[config.mk]
export PLATFORM = sky130hd
export DESIGN_NAME = sleep_wakeup_source_control
export DESIGN_NICKNAME = d
export VERILOG_FILES = /design/src/logic/wake_pkg.sv /design/src/logic/wake_tick_div.sv /design/src/logic/wake_edge_detect.sv /design/src/logic/sleep_wakeup_source_control.sv
export SDC_FILE = /design/constraint.sdc
export NUM_CORES = 1
export LEC_CHECK = 0
export CAP_MARGIN = 20
export CORE_ASPECT_RATIO = 0.75
export CORE_MARGIN = 2
export CORE_UTILIZATION = 35
export CTS_BUF_LIST = sky130_fd_sc_hd__clkbuf_16
export CTS_CLUSTER_DIAMETER = 80
export DETAILED_ROUTE_END_ITERATION = 6
export DONT_BUFFER_PORTS = 1
export GPL_TIMING_DRIVEN = 0
export PLACE_DENSITY = 0.52
export SYNTH_ARGS = -nofsm -noshare
export SYNTH_HDL_FRONTEND = slang
export SYNTH_HIERARCHICAL = 1
export SYNTH_SLANG_ARGS = --single-unit
[constraint.sdc]
create_clock -name clk_i -period 1.42 [get_ports clk_i]
set_input_delay 0.284 -clock clk_i [delete_from_list [all_inputs] [get_ports clk_i]]
set_output_delay 0.284 -clock clk_i [all_outputs]
set_load 0.005 [all_outputs]
[src/logic/wake_pkg.sv]
/*
 Shared constants and carrier types for the wake-up source controller.
 Assumes a 32-bit classic Wishbone register bus with byte addresses.
*/
package wake_pkg;
    localparam int          NUM_EXT      = 4;
    localparam int          CRYSTAL_CLOCK_DIV     = 128;
    localparam int          STAT_W       = 7;

    // Register byte offsets
    localparam logic [31:0] OFS_CTRL     = 32'h0000_0000;
    localparam logic [31:0] OFS_STAT     = 32'h0000_0004;
    localparam logic [31:0] OFS_MASK     = 32'h0000_0008;

    // Field positions of the control word
    localparam int          POS_TIMER_EN = 0;
    localparam int          POS_CAL_EN   = 1;
    localparam int          POS_HOST     = 2;
    localparam int          POS_AUTO     = 3;
    localparam int          POS_EN       = 4;
    localparam int          POS_SENSE    = 8;
    localparam int          POS_POL      = 12;

    // Field positions of the status and mask words
    localparam int          POS_ST_EXT   = 0;
    localparam int          POS_ST_TIMER = 4;
    localparam int          POS_ST_CAL   = 5;
    localparam int          POS_ST_CONV  = 6;

    localparam logic [15:0] CTRL_RESET   = 16'hf000;
    localparam logic [6:0]  STAT_RESET   = 7'h00;
    localparam logic [6:0]  MASK_RESET   = 7'h00;

    typedef struct packed {
        logic [3:0] pol;
        logic [3:0] sense_edge;
        logic [3:0] en;
        logic       auto_conv;
        logic       host_wake;
        logic       cal_en;
        logic       timer_en;
    } ctrl_t;

    typedef struct packed {
        logic       conv;
        logic       cal;
        logic       timer;
        logic [3:0] ext;
    } stat_t;

    typedef struct packed {
        ctrl_t       ctrl;
        stat_t       stat;
        stat_t       mask;
        logic        ack;
        logic [31:0] rdata;
        logic        pin;
        logic        pin_oe;
    } main_state_t;
endpackage

[src/logic/wake_tick_div.sv]
/*
 Divider giving a one-cycle enable pulse every DIV cycles of clk_i.
 Assumes clk_i stands for the crystal clock.
*/
`timescale 1ns/1ps
module wake_tick_div #(
    parameter int DIV = wake_pkg::CRYSTAL_CLOCK_DIV
) (
    input  wire logic clk_i,
    input  wire logic rst_i,
    output logic      tick_o
);
    localparam int CW = $clog2(DIV);

    typedef struct packed {
        logic [CW-1:0] cnt;
        logic          tick;
    } div_state_t;

    div_state_t st_reg;
    div_state_t st_next;

    always_comb begin
        st_next = st_reg;
        st_next.tick = (st_reg.cnt == CW'(DIV - 1));
        if (st_next.tick) begin
            st_next.cnt = '0;
        end else begin
            st_next.cnt = st_reg.cnt + 1'b1;
        end
    end

    always_ff @(posedge clk_i) begin
        if (rst_i) begin
            st_reg <= '0;
        end else begin
            st_reg <= st_next;
        end
    end

    assign tick_o = st_reg.tick;
endmodule

[src/logic/wake_edge_detect.sv]
/*
 Two-stage synchroniser and change detector per wake input, stepped by
 a tick enable. Assumes pins are held for at least two ticks.
*/
`timescale 1ns/1ps
module wake_edge_detect #(
    parameter int N = wake_pkg::NUM_EXT
) (
    input  wire logic         clk_i,
    input  wire logic         rst_i,
    input  wire logic         tick_i,
    input  wire logic [N-1:0] pin_i,
    output logic      [N-1:0] level_o,
    output logic      [N-1:0] change_o
);
    typedef struct packed {
        logic [N-1:0] s1;
        logic [N-1:0] s2;
        logic [N-1:0] prev;
        logic         tick_d;
    } sync_state_t;

    sync_state_t st_reg;
    sync_state_t st_next;

    always_comb begin
        st_next = st_reg;
        st_next.tick_d = tick_i;
        if (tick_i) begin
            st_next.s1   = pin_i;
            st_next.s2   = st_reg.s1;
            st_next.prev = st_reg.s2;
        end
    end

    always_ff @(posedge clk_i) begin
        if (rst_i) begin
            st_reg <= '0;
        end else begin
            st_reg <= st_next;
        end
    end

    assign level_o  = st_reg.s2;
    assign change_o = st_reg.tick_d ? (st_reg.s2 ^ st_reg.prev) : '0;
endmodule

[src/logic/sleep_wakeup_source_control.sv]
/*
 Wake-up source control: external wake inputs with level or edge sense,
 timer and calendar compare sources, autonomous converter mode, host
 wake output pin, sticky status with mask and one interrupt line, all
 reached over classic Wishbone. Assumes all inputs are synchronous to
 clk_i and that slow_tick_i pulses once per low-speed clock period.
*/
// The register offsets and the Wishbone slave port were decided locally.
// Notes on behaviour
// Sense bits per input: 1 edge, 0 level; level after reset.
// Level mode wakes while enabled and input equals its polarity.
// Level request clears only after the input goes inactive.
// Edge mode wakes on an active edge; status clearable any time.
// Wake pulses last at least two edge-detector clocks.
// Detector steps on the low-speed clock in hibernate, crystal/128 else.
// Four enable bits choose which inputs may wake; reset zero.
// With no input enabled software enables a timer source.
// Autonomous mode wakes only the converter; CPU waits for interrupt.
// On converter interrupt software clears autonomous mode first.
// Autonomous mode only in hibernate with state retention set; auto_conv here acts in every power mode.
// Pair autonomous mode with calendar wakes and a watchdog timer.
// Host-wake bit makes pin zero low in sleep, high when awake.
// Host-wake overrides general output; clearing returns control.
// Enabling host-wake lifts a pin programmed low to high.
// Bit 1 enables calendar compare wake; reset zero.
// Bit 0 enables timer compare wake; reset zero.
// Polarity 1 means high or rising, the default; 0 low or falling.
// Each input is synchronised in two stages before evaluation.
`timescale 1ns/1ps
module sleep_wakeup_source_control #(
    parameter int N   = wake_pkg::NUM_EXT,
    parameter int DIV = wake_pkg::CRYSTAL_CLOCK_DIV
) (
    input  wire logic         clk_i,
    input  wire logic         rst_i,
    // Classic Wishbone slave
    input  wire logic         cyc_i,
    input  wire logic         stb_i,
    input  wire logic         we_i,
    input  wire logic [31:0]  adr_i,
    input  wire logic [3:0]   sel_i,
    input  wire logic [31:0]  dat_i,
    output logic      [31:0]  dat_o,
    output logic              ack_o,
    // Power mode and wake sources
    input  wire logic         sleep_hib_i,
    input  wire logic         sleep_doze_i,
    input  wire logic         slow_tick_i,
    input  wire logic [N-1:0] keypad_wake_input_i,
    input  wire logic         timer_cmp_i,
    input  wire logic         cal_cmp_i,
    input  wire logic         conv_irq_i,
    input  wire logic         conv_done_i,
    // General output programming of the shared pin
    input  wire logic         shared_gpo_i,
    input  wire logic         shared_gpo_oe_i,
    // Results
    output logic              wake_output_pin_o,
    output logic              wake_output_pin_oe_o,
    output logic              wake_req_o,
    output logic              cpu_wake_o,
    output logic              conv_wake_o,
    output logic              irq_o
);
    wake_pkg::main_state_t st_reg;
    wake_pkg::main_state_t st_next;

    logic         div_tick;
    logic         det_tick;
    logic [N-1:0] sync_level;
    logic [N-1:0] sync_change;
    logic [N-1:0] active_match;
    logic [N-1:0] level_set;
    logic [N-1:0] edge_set;
    logic         bus_req;
    logic         bus_write;
    logic         asleep;
    logic         wake_any;
    wake_pkg::stat_t stat_set;
    wake_pkg::stat_t stat_clr;

    function automatic logic word_hit(input logic [31:0] adr,
                                      input logic [31:0] ofs);
        word_hit = (adr[31:2] == ofs[31:2]);
    endfunction

    function automatic logic [7:0] merge_byte(input logic [7:0] old_b,
                                              input logic [7:0] new_b,
                                              input logic       lane);
        merge_byte = lane ? new_b : old_b;
    endfunction

    wake_tick_div #(
        .DIV    (DIV)
    ) u_div (
        .clk_i  (clk_i),
        .rst_i  (rst_i),
        .tick_o (div_tick)
    );

    // Hibernate steps on the low-speed clock, doze and run on crystal/128
    assign det_tick = sleep_hib_i ? slow_tick_i : div_tick;

    wake_edge_detect #(
        .N        (N)
    ) u_det (
        .clk_i    (clk_i),
        .rst_i    (rst_i),
        .tick_i   (det_tick),
        .pin_i    (keypad_wake_input_i),
        .level_o  (sync_level),
        .change_o (sync_change)
    );

    assign bus_req   = cyc_i & stb_i;
    assign bus_write = bus_req & st_reg.ack & we_i;
    assign asleep    = sleep_hib_i | sleep_doze_i;

    // Input sits at its active level as chosen by polarity
    assign active_match = ~(sync_level ^ st_reg.ctrl.pol);
    assign level_set    = st_reg.ctrl.en & ~st_reg.ctrl.sense_edge
                        & active_match;
    // A change that lands on the active level is an active edge;
    // a pulse shorter than one tick may be missed
    assign edge_set     = st_reg.ctrl.en & st_reg.ctrl.sense_edge
                        & sync_change & active_match;

    always_comb begin
        stat_set       = '0;
        stat_set.ext   = level_set | edge_set;
        stat_set.timer = timer_cmp_i & st_reg.ctrl.timer_en;
        stat_set.cal   = cal_cmp_i & st_reg.ctrl.cal_en;
        stat_set.conv  = conv_irq_i & st_reg.ctrl.auto_conv;
    end

    always_comb begin
        stat_clr = '0;
        if (bus_write && word_hit(adr_i, wake_pkg::OFS_STAT)
            && sel_i[0]) begin
            stat_clr = wake_pkg::stat_t'(dat_i[wake_pkg::STAT_W-1:0]);
        end
        // Converter finished its sample: the timed request is spent
        if (st_reg.ctrl.auto_conv && conv_done_i) begin
            stat_clr.timer = 1'b1;
            stat_clr.cal   = 1'b1;
        end
    end

    always_comb begin
        st_next = st_reg;

        // A new event wins over a clear in the same cycle; a level input
        // still active re-arms its bit at once
        st_next.stat = (st_reg.stat & ~stat_clr) | stat_set;

        // Host-wake pin: low asleep, high awake, else general output
        if (st_reg.ctrl.host_wake) begin
            st_next.pin    = ~asleep;
            st_next.pin_oe = 1'b1;
        end else begin
            st_next.pin    = shared_gpo_i;
            st_next.pin_oe = shared_gpo_oe_i;
        end

        // Bus: acknowledge one cycle after the request, then drop
        st_next.ack = bus_req & ~st_reg.ack;
        if (bus_req && !st_reg.ack) begin
            if (word_hit(adr_i, wake_pkg::OFS_CTRL)) begin
                st_next.rdata = {16'h0000, st_reg.ctrl};
            end else if (word_hit(adr_i, wake_pkg::OFS_STAT)) begin
                st_next.rdata = {25'h0000000, st_reg.stat};
            end else if (word_hit(adr_i, wake_pkg::OFS_MASK)) begin
                st_next.rdata = {25'h0000000, st_reg.mask};
            end else begin
                st_next.rdata = 32'h0000_0000;
            end
        end

        if (bus_write && word_hit(adr_i, wake_pkg::OFS_CTRL)) begin
            st_next.ctrl = wake_pkg::ctrl_t'({
                merge_byte(st_reg.ctrl[15:8], dat_i[15:8], sel_i[1]),
                merge_byte(st_reg.ctrl[7:0], dat_i[7:0], sel_i[0])
            });
        end
        if (bus_write && word_hit(adr_i, wake_pkg::OFS_MASK)
            && sel_i[0]) begin
            st_next.mask = wake_pkg::stat_t'(dat_i[wake_pkg::STAT_W-1:0]);
        end
    end

    always_ff @(posedge clk_i) begin
        if (rst_i) begin
            st_reg        <= '0;
            st_reg.ctrl   <= wake_pkg::ctrl_t'(wake_pkg::CTRL_RESET);
            st_reg.stat   <= wake_pkg::stat_t'(wake_pkg::STAT_RESET);
            st_reg.mask   <= wake_pkg::stat_t'(wake_pkg::MASK_RESET);
        end else begin
            st_reg <= st_next;
        end
    end

    assign wake_any = (|st_reg.stat.ext) | st_reg.stat.timer
                    | st_reg.stat.cal;

    // In autonomous mode only the converter wakes; the CPU waits for it
    assign conv_wake_o = st_reg.ctrl.auto_conv & wake_any;
    assign cpu_wake_o  = st_reg.ctrl.auto_conv ? st_reg.stat.conv
                                               : wake_any;
    assign wake_req_o  = wake_any | st_reg.stat.conv;
    assign irq_o       = |(st_reg.stat & st_reg.mask);

    assign wake_output_pin_o    = st_reg.pin;
    assign wake_output_pin_oe_o = st_reg.pin_oe;
    assign dat_o                = st_reg.rdata;
    assign ack_o                = st_reg.ack;
endmodule

==> results.sh <==
export IMPL_status="complete, but fails checks"
export IMPL_violations="setup timing"
export IMPL_clockRootBuffer="clkbuf_16"
export IMPL_crit_buf_inv=0
export IMPL_arrival_ps=1340
export IMPL_grt_overflow_total=0
export IMPL_layout_setup_ws_ps=-209
export IMPL_die_x_um=119
export IMPL_synth_cell_types=41
export IMPL_synth_edf_count=0
export IMPL_synth_most_common_cell="dfxtp_1"
export IMPL_coreArea_sq_mm=0.00966
export IMPL_yosysSeqAreaShare_pct=40.2
export IMPL_crit_path_max_incr_delay_ps=360
export IMPL_place_congestion=0.838
export IMPL_top_layer="met4"
export IMPL_largest_reg_flops=30
export IMPL_cpLargestDelayFamily="simple AND/OR/NAND/NOR gates"
export IMPL_regArea_sq_mm=0.00141
export IMPL_clkTransAtPathRegs_ps=60
export IMPL_fmax_mhz=614
export IMPL_path_cells="nor4_2, nand2_1, mux2_4"
export IMPL_nets=502
export IMPL_cts_buffer_depth=2
export IMPL_pre_cts_slack_ps=-392
export IMPL_post_drt_via_cell_ratio=5.02
export IMPL_cp_num_cells=3
export IMPL_track_usage_pct=16.5
export IMPL_switching_share_pct=21.2
export IMPL_synthArstFlopShare_pct=0
export IMPL_antenna_found_initial=0
export IMPL_final_period_utilization_pct=115
export IMPL_clock_sinks=70
export IMPL_clock_latency_ps=330
export IMPL_synth_area_sq_mm=0.00348
export IMPL_p_leak_nw=1.58
export IMPL_rsz0062_at_grt="true"
export IMPL_die_height_um=90.4
export IMPL_crit_fanout=3
export IMPL_drt_met1_wl_um=3900
export IMPL_numCtsBuffers=9
export IMPL_yosys_top_cells_count="dfxtp_1 (70), buf_4 (40), mux2i_1 (36)"
export IMPL_synth_seq_cells=70
export IMPL_multiInputGateArea_sq_mm=0.00181
export IMPL_r2r_cells=5
export IMPL_grt_max_degree=15
export IMPL_finalMaxSlewViolations=0
export IMPL_finalSetupViolations=4
export IMPL_p_switching_w=0.000974
export IMPL_antenna_cells=0
export IMPL_synth_area_leader_cell="dfxtp_1"
export IMPL_hold_path_depth=1
export IMPL_hp_class="input port to flop"
export IMPL_io_pins=125
export IMPL_wl_met2_um=3870
export IMPL_ys_top_cells_by_area="dfxtp_1 (40%), mux2i_1 (10%), buf_4 (8.6%), nand2b_1 (5.0%), nor2_1 (3.7%)"
export IMPL_ant_nets=0
export IMPL_area_growth_pct=19.5
export IMPL_worstSetupPathType="flop to output pin"
export IMPL_first_global_vias=2601
export IMPL_power_frac_seq_pct=43.5
export IMPL_p_total_w=0.00459
export IMPL_num_fill_cells=945
export IMPL_worstPathRequired_ps=1140
export IMPL_drt_total_wl_um=8710
export IMPL_holdWs_ps=18.4
export IMPL_via_count=2770
export IMPL_synth_top_area_share_pct=40.2
export IMPL_slew_headroom_pct=62.7
export IMPL_synthFlopType="dfxtp_1"
export IMPL_start_kind="flop"
export IMPL_drc=0
export IMPL_worst_slew_pin_transition_ps=557
export IMPL_dieArea_sq_mm=0.0108
export IMPL_wire_per_inst_um=15.8
export IMPL_cts_tree="done"
export IMPL_hold_buffers=0
export IMPL_avgSynthCellArea_sq_um=9.04
export IMPL_synth_cells=385
export IMPL_p_int_w=0.00361
export IMPL_cellPowerDensity_mw_per_mm2=1100
export IMPL_dr_wl_met3_um=856
export IMPL_p_comb_share_pct=4.8
export IMPL_fin_skew_ps=3.54
export IMPL_port_buffers=0
export IMPL_drive_above_1_share_pct=21.2
export IMPL_row_count=31
export IMPL_min_period_ps=1630
export IMPL_drt_initial_drc_count=97
export IMPL_synth_warning_count=6
export IMPL_clkPwrFrac_pct=51.7
export IMPL_drt_first_pass_iters=4
export IMPL_ir_drop_uv=600
export IMPL_drv_cap=0
export IMPL_place_inst=532
export IMPL_start_util_pct=36.1
export IMPL_cpMaxStageDelayCell="dfxtp_4"
export IMPL_grt_pass1_wl_um=13700
export IMPL_hpwl_um=6620
export IMPL_hold_viol_final=0
export IMPL_stdcell_count=552
export IMPL_worstSetupEndpointType="output pin"
export IMPL_htree_levels=3
## routing by layer
metal | GRT usage (%) | vias up
met5 | 0 | -
li1 | - | 1376
met1 | 20.4 | 1286
met3 | 7.51 | 8
met4 | 5.36 | 0
met2 | 25.4 | 100
## placed cells by master (no fill, tap or decap), drive strengths merged, types with 4 or more instances in the layout
| master | Yosys | final |
|---|---|---|
| nand2 | 26 | 26 |
| xor2 | 6 | 6 |
| nand4 | 18 | 18 |
| xnor2 | 5 | 5 |
| nor2 | 34 | 34 |
| o21ai | 12 | 12 |
| nor4 | 8 | 8 |
| a22o | 7 | 7 |
| conb | 1 | 16 |
| clkbuf | 7 | 15 |
| inv | 3 | 4 |
| buf | 49 | 54 |
| o31ai | 7 | 7 |
| mux2i | 36 | 36 |
| a21oi | 20 | 20 |
| dfxtp | 70 | 70 |
| and2 | 5 | 5 |
| nand2b | 28 | 28 |
| nand3 | 9 | 9 |
| and4 | 5 | 5 |
| a31oi | 4 | 4 |
| a311oi | 5 | 5 |
## power by group through the flow
| stage | combinational [W] | clock, W | sequential (W) |
|---|---|---|---|
| 2_1_floorplan | 0.000182 | 0 | 0.00204 |
| 3_3_place_gp | 0.000215 | 0 | 0.00204 |
| 3_5_place_dp | 0.000217 | 0 | 0.00204 |
| 4_1_cts | 0.000221 | 0.00243 | 0.00200 |
| 5_1_grt | 0.000246 | 0.00251 | 0.00200 |
| 6_report | 0.000222 | 0.00237 | 0.00200 |
## final cells by class
type | instances | share of cell area, %
Buffer | 55 | 9.68
Clock buffer | 9 | 5.41
Clock inverter | 7 | 2.16
Inverter | 3 | 0.271
Multi-Input combinational cell | 271 | 43.4
Sequential cell | 70 | 33.9
Tap cell | 132 | 3.97
Timing Repair Buffer | 5 | 1.20
## worst reg2reg max path, cell delays in order (launching register included)
cell and delay [ps]:
dfxtp_2 370, and4_4 270, nand4b_1 160, nor3_4 190, buf_12 150, a311oi_1 80
## logic make-up after synthesis
| group | share of synthesized area (%) |
|---|---|
| flip-flops | 40.2 |
| multiplexers | 11.0 |
| AND/OR/NAND/NOR | 22.7 |
| XOR/XNOR | 2.77 |
| AO/OA/AOI/OAI | 11.1 |
| adder cells (fa/ha/maj) | 0.359 |
| buffers and inverters | 11.8 |
| other | 0.108 |
## per-stage QoR
step / utilization (%) / area, sq um / setup TNS (ps)
6_report: 43.1 / 4160 / -538
5_1_grt: 43.1 / 4160 / -766
4_1_cts: 43.0 / 4150 / -585
3_5_place_dp: 39.0 / 3770 / -9390
3_3_place_gp: 39.0 / 3770 / -8560
2_1_floorplan: - / 3600 / -603
## repair_timing
action,CTS,global route
endpoints found under the hold margin,0,0
pin swaps,4,4
endpoints found under the setup margin,25,23
buffers inserted,4,1
resized for setup,10,4
cloned,0,0
## path summary, 6_finish.rpt
path	startpoint	to	slack, ps
min	rst_i	u_det/level_o[3]	20
max reg2reg	ack_o	st_reg[43]	60
min reg2reg	u_div/st_reg[1]	u_div/st_reg[1]	440
max	st_reg[42]	cpu_wake_o	-210
No activity file was read; power rests on OpenSTA's default activity.
